===== src/hdl/keypad_pkg.sv =====
// Constants shared by the keypad pin interrupt unit
package keypad_pkg;
    localparam int          PIN_COUNT         = 6;
    localparam int          ADDR_WIDTH        = 8;
    localparam int          DATA_WIDTH        = 32;
    localparam int          REG_WIDTH         = 8;

    // Register byte addresses on the bus
    localparam logic [7:0]  STATUS_CTRL_ADDR  = 8'h00;
    localparam logic [7:0]  PIN_ENABLE_ADDR   = 8'h04;

    // Status and control field positions
    localparam int          SENS_SELECT_BIT   = 0;
    localparam int          REQ_MASK_BIT      = 1;
    localparam int          REQ_ACK_BIT       = 2;
    localparam int          PENDING_FLAG_BIT  = 3;

    // Pin enable field positions
    localparam int          PIN_ENABLE_LSB    = 0;
    localparam int          WAKE_ENABLE_BIT   = 6;

    // Reset values
    localparam logic [7:0]  STATUS_CTRL_RESET = 8'h00;
    localparam logic [7:0]  PIN_ENABLE_RESET  = 8'h00;
    localparam logic [5:0]  PIN_MASK_RESET    = 6'h00;

    // Vector locations of the keypad request, high byte first
    localparam logic [15:0] VECTOR_HIGH_ADDR  = 16'hFFE0;
    localparam logic [15:0] VECTOR_LOW_ADDR   = 16'hFFE1;

    // Bus answer latency in cycles of penable before pready
    localparam int          BUS_WAIT_CYCLES   = 1;
endpackage : keypad_pkg


===== src/hdl/keypad_pin_interrupt.sv =====
// Keypad pin interrupt unit with APB register access
// Overview of operation
// Six independent pin enable bits
// Enabled pin forces its pullup on
// Latch request when enabled input falls, all high
// Edge mode: no latch while another low
// Level mode: request holds while input low
// Select bit: 1 edge-level, 0 edge only
// Level mode clear needs ack and release
// Acknowledge by vector fetch or ack write
// Edge after ack write latches new request
// Unmasked request fetches vector at fixed locations
// Wakeup request cleared by ack write, reset
// Edge mode: acknowledge clears latch at once
// Reset clears latch and select bit
// Pending flag shows requests, ignores mask
// Enable forces pin input, overrides direction
// Software: mask, enable, ack, then unmask
// Software: drive pins high before enabling
// Active in wait, stop; wakes when unmasked
// Break state blocks ack unless clear enabled
// Upper status bits and ack read zero
// Mask blocks CPU request, reset clears mask
// Reset clears all pin enables
// Falling edge is high sample then low
//
// The APB register port and the address map were left to the implementer.
`timescale 1ns/1ps
`default_nettype none

module keypad_pin_interrupt (
    input  wire logic                                sys_clk,
    input  wire logic                                rst_b,
    input  wire logic                                psel,
    input  wire logic                                penable,
    input  wire logic                                pwrite,
    input  wire logic [keypad_pkg::ADDR_WIDTH-1:0]   paddr,
    input  wire logic [keypad_pkg::DATA_WIDTH-1:0]   pwdata,
    output logic      [keypad_pkg::DATA_WIDTH-1:0]   prdata,
    output logic                                     pready,
    output logic                                     pslverr,
    input  wire logic [keypad_pkg::PIN_COUNT-1:0]    portPins,
    input  wire logic [keypad_pkg::PIN_COUNT-1:0]    portDirection,
    input  wire logic [keypad_pkg::PIN_COUNT-1:0]    portPullupEnable,
    input  wire logic                                wakeupRequestIn,
    input  wire logic                                vectorFetch,
    input  wire logic                                breakState,
    input  wire logic                                breakClearEnable,
    output logic                                     cpuIrqReq,
    output logic                                     wakeFromLowPower,
    output logic      [keypad_pkg::PIN_COUNT-1:0]    pullupOn,
    output logic      [keypad_pkg::PIN_COUNT-1:0]    directionOut
);

    // Register state
    logic [keypad_pkg::PIN_COUNT-1:0] pinEnable_reg;
    logic                             wakeEnable_reg;
    logic                             sensSelect_reg;
    logic                             reqMask_reg;
    logic                             pinLatch_reg;
    logic                             pinLatch_next;
    logic                             wakeLatch_reg;
    logic                             wakeLatch_next;
    logic                             ackSeen_reg;
    logic                             ackSeen_next;
    logic                             pendingFlag_reg;
    logic                             cpuIrq_reg;
    logic                             wake_reg;
    logic [keypad_pkg::PIN_COUNT-1:0] pinSample_reg;
    logic                             wakeSample_reg;
    logic                             wakePrev_reg;
    logic                             anyLowPrev_reg;
    logic [keypad_pkg::PIN_COUNT-1:0] pullup_reg;
    logic [keypad_pkg::PIN_COUNT-1:0] direction_reg;
    logic [keypad_pkg::DATA_WIDTH-1:0] rdata_reg;
    logic                             ready_reg;
    logic                             slvErr_reg;

    // Bus decode
    logic                             accessPhase;
    logic                             accessDone;
    logic                             hitStatus;
    logic                             hitEnable;
    logic                             ackWrite;
    logic                             ackAllowed;
    logic                             ackEvent;
    logic                             anyPinLow;
    logic                             pinEdge;
    logic                             wakeRise;

    function automatic logic addrHit(
        input logic [keypad_pkg::ADDR_WIDTH-1:0] addr,
        input logic [keypad_pkg::ADDR_WIDTH-1:0] target
    );
        addrHit = (addr == target);
    endfunction : addrHit

    assign accessPhase = psel && penable;
    // A write lands only on the edge where pready is seen high
    assign accessDone  = accessPhase && ready_reg;
    assign hitStatus   = addrHit(paddr, keypad_pkg::STATUS_CTRL_ADDR);
    assign hitEnable   = addrHit(paddr, keypad_pkg::PIN_ENABLE_ADDR);

    // Break state blocks ack writes unless clearing is allowed; vector fetches still acknowledge
    assign ackAllowed  = !breakState || breakClearEnable;
    assign ackWrite    = accessDone && pwrite && hitStatus
                         && pwdata[keypad_pkg::REQ_ACK_BIT]
                         && ackAllowed;
    assign ackEvent    = ackWrite || vectorFetch;

    // Only enabled pins take part in the low detection
    assign anyPinLow   = |(~pinSample_reg & pinEnable_reg);
    // All high last sample, some low now: that alone is an edge
    assign pinEdge     = anyPinLow && !anyLowPrev_reg;
    assign wakeRise    = wakeSample_reg && !wakePrev_reg && wakeEnable_reg;

    // Input sampling on the bus clock
    always_ff @(posedge sys_clk or negedge rst_b) begin
        if (!rst_b) begin
            pinSample_reg  <= {keypad_pkg::PIN_COUNT{1'b1}};
            wakeSample_reg <= 1'b0;
            wakePrev_reg   <= 1'b0;
            anyLowPrev_reg <= 1'b0;
        end else begin
            pinSample_reg  <= portPins;
            wakeSample_reg <= wakeupRequestIn;
            wakePrev_reg   <= wakeSample_reg;
            anyLowPrev_reg <= anyPinLow;
        end
    end

    // Pin request latch; a new edge wins over any clear
    always_comb begin
        pinLatch_next = pinLatch_reg;
        ackSeen_next  = ackSeen_reg;
        if (pinEdge) begin
            pinLatch_next = 1'b1;
            ackSeen_next  = 1'b0;
        end else if (pinLatch_reg) begin
            if (!sensSelect_reg) begin
                if (ackEvent) begin
                    pinLatch_next = 1'b0;
                end
                ackSeen_next = 1'b0;
            end else if ((ackEvent || ackSeen_reg) && !anyPinLow) begin
                pinLatch_next = 1'b0;
                ackSeen_next  = 1'b0;
            end else begin
                // Held while any enabled pin stays low
                ackSeen_next = ackSeen_reg || ackEvent;
            end
        end else begin
            ackSeen_next = 1'b0;
        end
    end

    // Wakeup request ignores vector fetches; only an ack write or reset clears it
    always_comb begin
        wakeLatch_next = wakeLatch_reg;
        if (wakeRise) begin
            wakeLatch_next = 1'b1;
        end else if (ackWrite) begin
            wakeLatch_next = 1'b0;
        end
    end

    always_ff @(posedge sys_clk or negedge rst_b) begin
        if (!rst_b) begin
            pinLatch_reg  <= 1'b0;
            ackSeen_reg   <= 1'b0;
            wakeLatch_reg <= 1'b0;
        end else begin
            pinLatch_reg  <= pinLatch_next;
            ackSeen_reg   <= ackSeen_next;
            wakeLatch_reg <= wakeLatch_next;
        end
    end

    // Flag and CPU request follow the latch next values so all agree
    always_ff @(posedge sys_clk or negedge rst_b) begin
        if (!rst_b) begin
            pendingFlag_reg <= 1'b0;
            cpuIrq_reg      <= 1'b0;
            wake_reg        <= 1'b0;
        end else begin
            pendingFlag_reg <= pinLatch_next || wakeLatch_next;
            // CPU then fetches the vector at the fixed locations
            cpuIrq_reg      <= (pinLatch_next || wakeLatch_next)
                               && !reqMask_reg;
            // No clock gating here, so the unit keeps running in stop
            wake_reg        <= (pinLatch_next || wakeLatch_next)
                               && !reqMask_reg;
        end
    end

    // Control register writes
    always_ff @(posedge sys_clk or negedge rst_b) begin
        if (!rst_b) begin
            sensSelect_reg <= keypad_pkg::STATUS_CTRL_RESET[
                                  keypad_pkg::SENS_SELECT_BIT];
            reqMask_reg    <= keypad_pkg::STATUS_CTRL_RESET[
                                  keypad_pkg::REQ_MASK_BIT];
        end else if (accessDone && pwrite && hitStatus) begin
            sensSelect_reg <= pwdata[keypad_pkg::SENS_SELECT_BIT];
            reqMask_reg    <= pwdata[keypad_pkg::REQ_MASK_BIT];
        end
    end

    always_ff @(posedge sys_clk or negedge rst_b) begin
        if (!rst_b) begin
            pinEnable_reg  <= keypad_pkg::PIN_MASK_RESET;
            wakeEnable_reg <= keypad_pkg::PIN_ENABLE_RESET[
                                  keypad_pkg::WAKE_ENABLE_BIT];
        end else if (accessDone && pwrite && hitEnable) begin
            pinEnable_reg  <= pwdata[keypad_pkg::PIN_ENABLE_LSB +:
                                     keypad_pkg::PIN_COUNT];
            wakeEnable_reg <= pwdata[keypad_pkg::WAKE_ENABLE_BIT];
        end
    end

    // Pin overrides toward the port logic
    always_ff @(posedge sys_clk or negedge rst_b) begin
        if (!rst_b) begin
            pullup_reg    <= keypad_pkg::PIN_MASK_RESET;
            direction_reg <= keypad_pkg::PIN_MASK_RESET;
        end else begin
            pullup_reg    <= portPullupEnable | pinEnable_reg;
            // 1 means output; an enabled pin is forced to input
            direction_reg <= portDirection & ~pinEnable_reg;
        end
    end

    // Bus answer: one wait state, data prepared with pready
    always_ff @(posedge sys_clk or negedge rst_b) begin
        if (!rst_b) begin
            ready_reg  <= 1'b0;
            slvErr_reg <= 1'b0;
            rdata_reg  <= '0;
        end else begin
            ready_reg  <= accessPhase && !ready_reg;
            slvErr_reg <= accessPhase && !ready_reg
                          && !hitStatus && !hitEnable;
            rdata_reg  <= '0;
            if (accessPhase && !ready_reg && !pwrite) begin
                if (hitStatus) begin
                    // Ack and bits 7-4 stay zero
                    rdata_reg[keypad_pkg::PENDING_FLAG_BIT] <=
                        pendingFlag_reg;
                    rdata_reg[keypad_pkg::REQ_MASK_BIT]     <=
                        reqMask_reg;
                    rdata_reg[keypad_pkg::SENS_SELECT_BIT]  <=
                        sensSelect_reg;
                end else if (hitEnable) begin
                    rdata_reg[keypad_pkg::PIN_ENABLE_LSB +:
                              keypad_pkg::PIN_COUNT] <= pinEnable_reg;
                    rdata_reg[keypad_pkg::WAKE_ENABLE_BIT] <=
                        wakeEnable_reg;
                end
            end
        end
    end

    assign prdata           = rdata_reg;
    assign pready           = ready_reg;
    assign pslverr          = slvErr_reg;
    assign cpuIrqReq        = cpuIrq_reg;
    assign wakeFromLowPower = wake_reg;
    assign pullupOn         = pullup_reg;
    assign directionOut     = direction_reg;
endmodule : keypad_pin_interrupt

`default_nettype wire


===== config.mk =====
export PLATFORM = sky130hd
export DESIGN_NAME = keypad_pin_interrupt
export DESIGN_NICKNAME = d
export VERILOG_FILES = /design/src/hdl/keypad_pkg.sv /design/src/hdl/keypad_pin_interrupt.sv
export SDC_FILE = /design/constraint.sdc
export NUM_CORES = 1
export LEC_CHECK = 0
export BUFFER_PORTS_ARGS = -buffer_cell sky130_fd_sc_hd__buf_2
export CORE_MARGIN = 3
export CORE_UTILIZATION = 42
export DETAILED_ROUTE_END_ITERATION = 8
export PLACE_DENSITY = 0.87
export SYNTH_ARGS = -nofsm -noshare
export SYNTH_HDL_FRONTEND = slang
export SYNTH_SLANG_ARGS = --single-unit

===== constraint.sdc =====
create_clock -name sys_clk -period 1.5 [get_ports sys_clk]
set_input_delay 0.3 -clock sys_clk [delete_from_list [all_inputs] [get_ports sys_clk]]
set_output_delay 0.3 -clock sys_clk [all_outputs]
set_load 0.005 [all_outputs]

# After elaboration in Yosys (flattened, before gate mapping)
# Index checks and enable logic that the tools add are counted.
# Widths: inputs -> output; s select.
totals:
  register_bits: 44
  output_inout_bits: 48
classes:
  n_reduce_logical: 31
  muxes: 17
  eq_ne: 1
  bitwise_logic: 5
op_table:
  columns: ["operator", "count"]
  rows:
  - ["$logic_and 1x1->1", 16]
  - ["$mux 7", 2]
  - ["$mux 1", 13]
  - ["$and 6x6->6", 2]
  - ["$not 6->6", 2]
  - ["$logic_not 1->1", 9]
  - ["$eq 8x3->1 const B", 1]
  - ["$logic_not 8->1", 1]
  - ["$or 6x6->6", 1]
  - ["$reduce_or 6->1", 1]
  - ["$logic_or 1x1->1", 4]
  - ["$mux 3", 1]
  - ["$mux 2", 1]

# Longest topological paths before layout
# Gate-level depths: netlist of run 1.
logic_depth:
  word_depth: 15
  depth_mapped: 6
  ltp_nobuf: 6

# Worst setup path after synthesis of run 1
# OpenSTA, ideal clock, no wires.
synth_path:
  path_type: "input port to flip-flop"
  startpoint: "in paddr[5] (netlist name)"
  endpoint: "reg pinEnable_reg[0] (netlist name)"
  t_arrival_ns: 1.287
  stages: 5
  path_buffers: 1
  path_slack_ns: 0.088
  cell_sequence: "nor4_2 and3_2 buf_6 nand2_4 mux2_4"
synth_via:
  elab_chain_cells: 2
synth_lines:
  columns: ["element", "line_no", "text"]
  rows:
  - ["start, declared", "keypad_pin_interrupt.sv:37", "input wire logic [keypad_pkg::ADDR_WIDTH-1:0] paddr,"]
  - ["$eq 8x3->1", "keypad_pin_interrupt.sv:95", "addrHit = (addr == target);"]
  - ["$logic_and 1x1->1", "keypad_pin_interrupt.sv:214", "end else if (accessDone && pwrite && hitEnable) begin"]
  - ["end signal, assigned", "keypad_pin_interrupt.sv:211", "pinEnable_reg <= keypad_pkg::PIN_MASK_RESET;"]
  - ["end signal, assigned", "keypad_pin_interrupt.sv:215", "pinEnable_reg <= pwdata[keypad_pkg::PIN_ENABLE_LSB +:"]
  - ["end, declared", "keypad_pin_interrupt.sv:56", "logic [keypad_pkg::PIN_COUNT-1:0] pinEnable_reg;"]
# Every way passes these cells.
# A chain may end at the register's enable or synchronous reset.

# Worst setup path after layout of run 1
layout_path:
  startpoint: "reg pinEnable_reg[1] (netlist name)"
  endpoint: "reg wake_reg, in the netlist wakeFromLowPower"
layout_via:
  elab_chain_cells: 10
  word_cells_on_any_way: 11
  cone_classes: "mux (4); bitwise (1); reduce/logical (6)"
layout_lines:
  columns: ["element", "line_no", "text"]
  rows:
  - ["$and 6x6->6 *", "keypad_pin_interrupt.sv:112", "assign anyPinLow = |(~pinSample_reg & pinEnable_reg);"]
  - ["$reduce_or 6->1 *", "keypad_pin_interrupt.sv:112", null]
  - ["$logic_not 1->1", "keypad_pin_interrupt.sv:145", "end else if ((ackEvent || ackSeen_reg) && !anyPinLow) begin"]
  - ["$logic_and 1x1->1", "keypad_pin_interrupt.sv:145", null]
  - ["$mux 1", "keypad_pin_interrupt.sv:145", null]
  - ["$mux 1", "keypad_pin_interrupt.sv:140", "if (!sensSelect_reg) begin"]
  - ["$mux 1", "keypad_pin_interrupt.sv:139", "end else if (pinLatch_reg) begin"]
  - ["$mux 1 *", "keypad_pin_interrupt.sv:136", "if (pinEdge) begin"]
  - ["$logic_or 1x1->1 *", "keypad_pin_interrupt.sv:191", "wake_reg <= (pinLatch_next || wakeLatch_next)"]
  - ["$logic_and 1x1->1 *", "keypad_pin_interrupt.sv:192", "&& !reqMask_reg;"]
  - ["end signal, assigned", "keypad_pin_interrupt.sv:191", null]
  - ["end, declared", "keypad_pin_interrupt.sv:68", "logic wake_reg;"]
# Mark *: on every way between the ends. The rest lies on a longest branch, timed or not.

==> results of run 1 <==
[kinds of logic (layout without fill, tap and decap cells)]
family          count (synthesis)  in the layout
compound gates                 12             12
buf+inv                        38             88
flops                          44             44
mux                             9              9
other cells                     1             25
simple gates                   42             42
[critical path, cell delays in order (launching register included)]
cell and delay (ps):
dfrtp_1 430, inv_1 80, o22ai_1 90, nor3_1 340, a2bb2oi_2 220, a21oi_1 90
[cells in the final DEF (no fill, tap or decap), drive strengths merged, types with 2 or more instances in the layout]
cell and count:
buf 69, dfrtp 38, conb 25, inv 10
mux2 9, nand2 8, nor2 8, or2 6
nor2b 6, dfstp 6, clkbuf 6, and3 5
a21oi 4, nor3 3, o22ai 3, a22oi 2
nor4 2
[per-layer routing]
layer | share of wire, % | GRT usage, % | vias up
li1 | - | - | 574
met3 | 10 | 6.93 | 6
met1 | 37 | 15.7 | 547
met5 | 0 | 0 | -
met2 | 51 | 23.7 | 49
met4 | 1.4 | 4.92 | 0
[stage by stage]
| step | power, mW | cell area, um2 | util, % | instances |
|---|---|---|---|---|
| finish | 2.27 | 2270 | 54.7 | 270 |
| global route | 2.38 | 2270 | 54.7 | 270 |
| CTS | 2.30 | 2270 | 54.7 | 270 |
| detailed placement | 1.42 | 2150 | 51.9 | 261 |
| global placement | 1.42 | 2150 | 51.9 | 261 |
| floorplan | 1.36 | 1950 | - | 170 |
[cells in the mapped netlist, types with 2 or more instances]
cell,n
dfstp_2,6
mux2_4,7
a22oi_1,2
or2_2,6
a21oi_1,3
mux2_2,2
and3_1,4
o22ai_1,3
nor2b_1,6
dfrtp_1,38
nand2_1,7
buf_6,2
buf_4,26
inv_1,10
nor3_1,3
nor2_1,7
[cell type report]
cell class                      count  area (um2)
Tap cell                           50        62.6
Sequential cell                    44        1110
Timing Repair Buffer               70         368
Inverter                           10        37.5
Clock inverter                      2        35.0
Multi-Input combinational cell     88         584
Clock buffer                        6        72.6
Fill cell                         358        1880
[report_power, final]
group / internal (mW) / leakage (nW) / total [mW] / switching, mW
Combinational: 0.0772 / 0.660 / 0.163 / 0.0854
Sequential: 1.23 / 0.560 / 1.24 / 0.0115
Clock: 0.494 / 0.0552 / 0.870 / 0.377
Total: 1.80 / 1.28 / 2.27 / 0.473
[worst paths after layout]
check	startpoint	endpoint	slack [ps]	depth (start not counted)
setup / recovery	pinEnable_reg[1]	wakeFromLowPower	130	5
hold / removal	portPins[0]	pinSample_reg[0]	100	1
setup reg to reg	pinEnable_reg[1]	wakeFromLowPower	130	5
hold reg to reg	wakeSample_reg	wakePrev_reg	380	0
max in group asynchronous	rst_b	pinEnable_reg[4]	560	3
min in group asynchronous	rst_b	pinEnable_reg[2]	460	2
[what timing repair did]
| action | 4_1_cts | 5_1_grt |
|---|---|---|
| setup buffers | 0 | 0 |
| hold buffers | 1 | 0 |
| setup endpoints to repair | 0 | 0 |
| hold endpoints to repair | 10 | 0 |
==> impl_metrics.toml, run 1 <==
[synth]
ys_ff_latch = 44
syn_inst = 146
yosysUniqueCellTypes = 30
synth_edf_count = 0
synth_mux_area_share_pct = 6.87
yosysTopAreaCellShare_pct = 51.2
synth.yosys.seq_area_share_pct = 59.7
ys_warn_count = 0
synthXorXnorAreaFrac_pct = 0
synth_top_family_by_area = "simple AND/OR/NAND/NOR gates"
synthArstFlopShare_pct = 100
synth_area_um2 = 1860
syn_area_per_cell_um2 = 12.7
yosys.area.top_type = "dfrtp_1"
synth_area_leaders = "dfrtp_1, buf_4, dfstp_2"
synth_compound_area_share_pct = 5.72
yosys.area_share.simple_pct = 13.8
synthAdderAreaFrac_pct = 0
synth_flop_cell = "dfrtp_1"

[cts]
clk_latency_ps = 290
root_buffer = "clkbuf_8"
clkSlewWorstSetupHoldPaths_ps = 70
cts_buffer_depth = 2
htreeDepth = 2
cts_repair_resize_count = 0
cts_tree = "built"
cts_buffers = 5
cts.sinks = 44

[grt]
grtUsageTotal_pct = 14.1
grt_max_degree = 20
antenna_found_initial = 0
grt_pass1_vias = 1179
gr-total-overflow = 0
grt_first_pass_wirelength_mm = 5.49

[placed_design]
dpl.hpwl_mm = 2.89
place_congestion = 0.797
place_ws_ps = -145
port_buffers = 64

[critical_path]
crit_path_end_kind = "flip-flop"
criticalPathCategory = "reg -> reg"
cp.arrival_ps = 1550
cp_max_fo = 5
crit_required_ps = 1680
cp-start-kind = "flip-flop"

[finish]
largest_reg_flops = 7
area_delta_synth_final_pct = 22.1
layout-drive-gt1-share_pct = 47.7
final_nets = 286
antenna_cells = 0

[floorplan]
start_util_pct = 44.8
dieArea_um2 = 5260
fp.dieW_um = 72.5
core_area_um2 = 4140
fp.dieH_um = 72.5
fp-row-count = 23
io_pins = 115

[sta]
finClkSkew_ps = 3.57
period_share_pct = 91.4
tns_ps = 0
layout_setup_ws_ps = 130
holdWs_ps = 98.6
hold_viol = 0
fin_crit_ps = 1370
fmaxAchievable_mhz = 730
rsz0062_at_grt = "false"
maxSlewViolCount = 0
setup_viol = 0

[worst_hold_path]
hold_path.class = "in -> reg"

[route]
wl_per_cell_um = 12.9
drtIter0Drc = 49
wirelength_mm = 3.48
via_count = 1176
drc_errors = 0
final_antenna_net_count = 0
dr.pass1.iters = 3
viasPerCell = 4.36

[pwr]
p_per_area_nw_per_um2 = 1000
irDropWorstVdd_v = 0.000400
p_leak_nw = 1.28

[flow_run]
drv_cap = 0

[outcome]
status = "finished clean"
No activity file was read; power rests on OpenSTA's default activity.
==> run 2, diff against run 1 <==
CORE_ASPECT_RATIO = 1.4   (was default)
TNS_END_PERCENT = 1   (was default)
==> run 2 against run 1 <==
Critical path depth rose by 1. Power fell by 7.8%. Non-clock buffer count did not move. Worst setup slack improved by 36 ps. Worst hold slack barely moved. Utilization fell by 1.1 points. Largest cell class unchanged. Final cell count rose by 3.7%. Routed wire length fell by 1.2%. Critical path type is now in -> reg. Register-to-register slack improved by 50 ps.
==> impl_metrics.toml, run 2 (same netlist as run 1, synthesis figures left out) <==
[grt]
antenna_found_initial = 0
gr-total-overflow = 0
grt_max_degree = 28
grt_pass1_vias = 1229
grtUsageTotal_pct = 13.9
grt_first_pass_wirelength_mm = 5.48

[floorplan]
core_area_um2 = 4240
dieArea_um2 = 5270
fp.dieW_um = 62.2
start_util_pct = 43.8
io_pins = 115
fp.dieH_um = 84.7
fp-row-count = 28

[critical_path]
max_stage_delay_ps = 330
crit_buf_inv = 1
crit_family = "simple AND/OR/NAND/NOR gates"
cp.arrival_ps = 1510
cp-start-kind = "input port"
criticalPathCategory = "in -> reg"
r2r_cells = 5
crit_chain = "buf_2 -> nor4_2 -> and3b_1 -> o2111ai_4 -> a21oi_2 -> a21oi_1"
crit_required_ps = 1680
cpMaxStageDelayCell = "nor4_2"
critical_path_depth = 6
crit_path_end_kind = "flip-flop"
cp_max_fo = 3

[route]
viasPerCell = 4.26
wirelength_mm = 3.43
final_antenna_net_count = 0
dr.pass1.iters = 4
wl_per_cell_um = 12.3
via_count = 1192
drc_errors = 0
drtIter0Drc = 14

[pwr]
p_int_mw = 1.63
pwr-share-clk_pct = 33.1
irDropWorstVdd_v = 0.000593
swShare_pct = 22.1
p_leak_nw = 1.27
sequentialPowerShare_pct = 59.2
p_comb_share_pct = 7.8
switchingPower_mw = 0.462
p_per_area_nw_per_um2 = 921

[finish]
ff_latch_area_um2 = 1110
area_delta_synth_final_pct = 22.3
final_common_cell = "buf_2"
most-common-layout-cells = "buf_2, dfrtp_1, conb_1"
fin_area_um2 = 2270
antenna_cells = 0
final_nets = 286
multi_input_comb_area_um2 = 589
largest_reg_flops = 7
layout-drive-gt1-share_pct = 47.7
fin_cells = 280
fillCellCount = 404

[cts]
htreeDepth = 2
cts_buffers = 5
clkSlewWorstSetupHoldPaths_ps = 70
cts_buffer_depth = 2
root_buffer = "clkbuf_8"
cts_setup_buffers = 0
cts_tree = "built"
clk_latency_ps = 290
cts.sinks = 44

[sta]
finClkSkew_ps = 5.57
holdWs_ps = 98.7
rsz0062_at_grt = "false"
fmaxAchievable_mhz = 749
setup_viol = 0
period_share_pct = 89.0
layout_setup_ws_ps = 165
fin_crit_ps = 1330
maxSlewViolCount = 0
hold_viol = 0
tns_ps = 0

[flow_run]
drv_cap = 0

[placed_design]
place_area_um2 = 2180
place_inst = 271
place_ws_ps = -156
dpl.hpwl_mm = 2.82
place_congestion = 0.795
port_buffers = 64

[worst_hold_path]
hold_path.class = "in -> reg"
hold-path-cell-count = 1

[outcome]
status = "finished clean"
run 2: cell types whose count changed in the layout (fill, tap and decap cells not counted), sizes merged:
| cell | before | now |
|---|---|---|
| bufinv | 1 | 0 |
| clkbuf | 6 | 7 |
run 2: timing repair:
item                       CTS  global route
resized for setup            0             1
hold buffers                 1             0
hold endpoints to repair    17             0
setup endpoints to repair    0             3
run 2: final timing paths:
| path | startpoint | end | slack (ps) |
|---|---|---|---|
| setup / recovery | paddr[5] | wakeFromLowPower | 170 |
| hold / removal | portPins[0] | pinSample_reg[0] | 100 |
| setup reg to reg | pinEnable_reg[0] | wakeFromLowPower | 180 |
| hold reg to reg | wakeSample_reg | wakePrev_reg | 390 |
| max in group asynchronous | rst_b | pinSample_reg[1] | 490 |
| min in group asynchronous | rst_b | prdata[4] | 460 |
run 2: power by group through the flow:
stage / Combinational, mW / Sequential, mW / Clock, mW
after floorplan: 0.0962 / 1.26 / 0
final: 0.162 / 1.24 / 0.692
after detailed placement: 0.162 / 1.26 / 0
after global placement: 0.157 / 1.26 / 0
after CTS: 0.164 / 1.24 / 0.722
after global routing: 0.185 / 1.24 / 0.784
run 2: final cells by class:
class,count,share of cell area [%]
Tap cell,60,3.30
Inverter,10,1.65
Timing Repair Buffer,70,16.7
Multi-Input combinational cell,88,25.9
Clock inverter,1,0.220
Clock buffer,7,3.36
Sequential cell,44,48.8
run 2: metrics by stage:
step / util [%] / power [mW]
3_5_place_dp: 51.3 / 1.42
4_1_cts: 53.5 / 2.12
6_report: 53.6 / 2.09
3_3_place_gp: 51.3 / 1.42
2_1_floorplan: - / 1.36
5_1_grt: 53.6 / 2.21
run 2: routing by layer:
layer / global-route usage, % / wire length (um) / vias to the layer above
li1: - / - / 570
met1: 12.4 / 1050 / 563
met2: 25.1 / 1940 / 48
met3: 5.89 / 314 / 11
met4: 9.66 / 129 / 0
met5: 0 / 0 / -
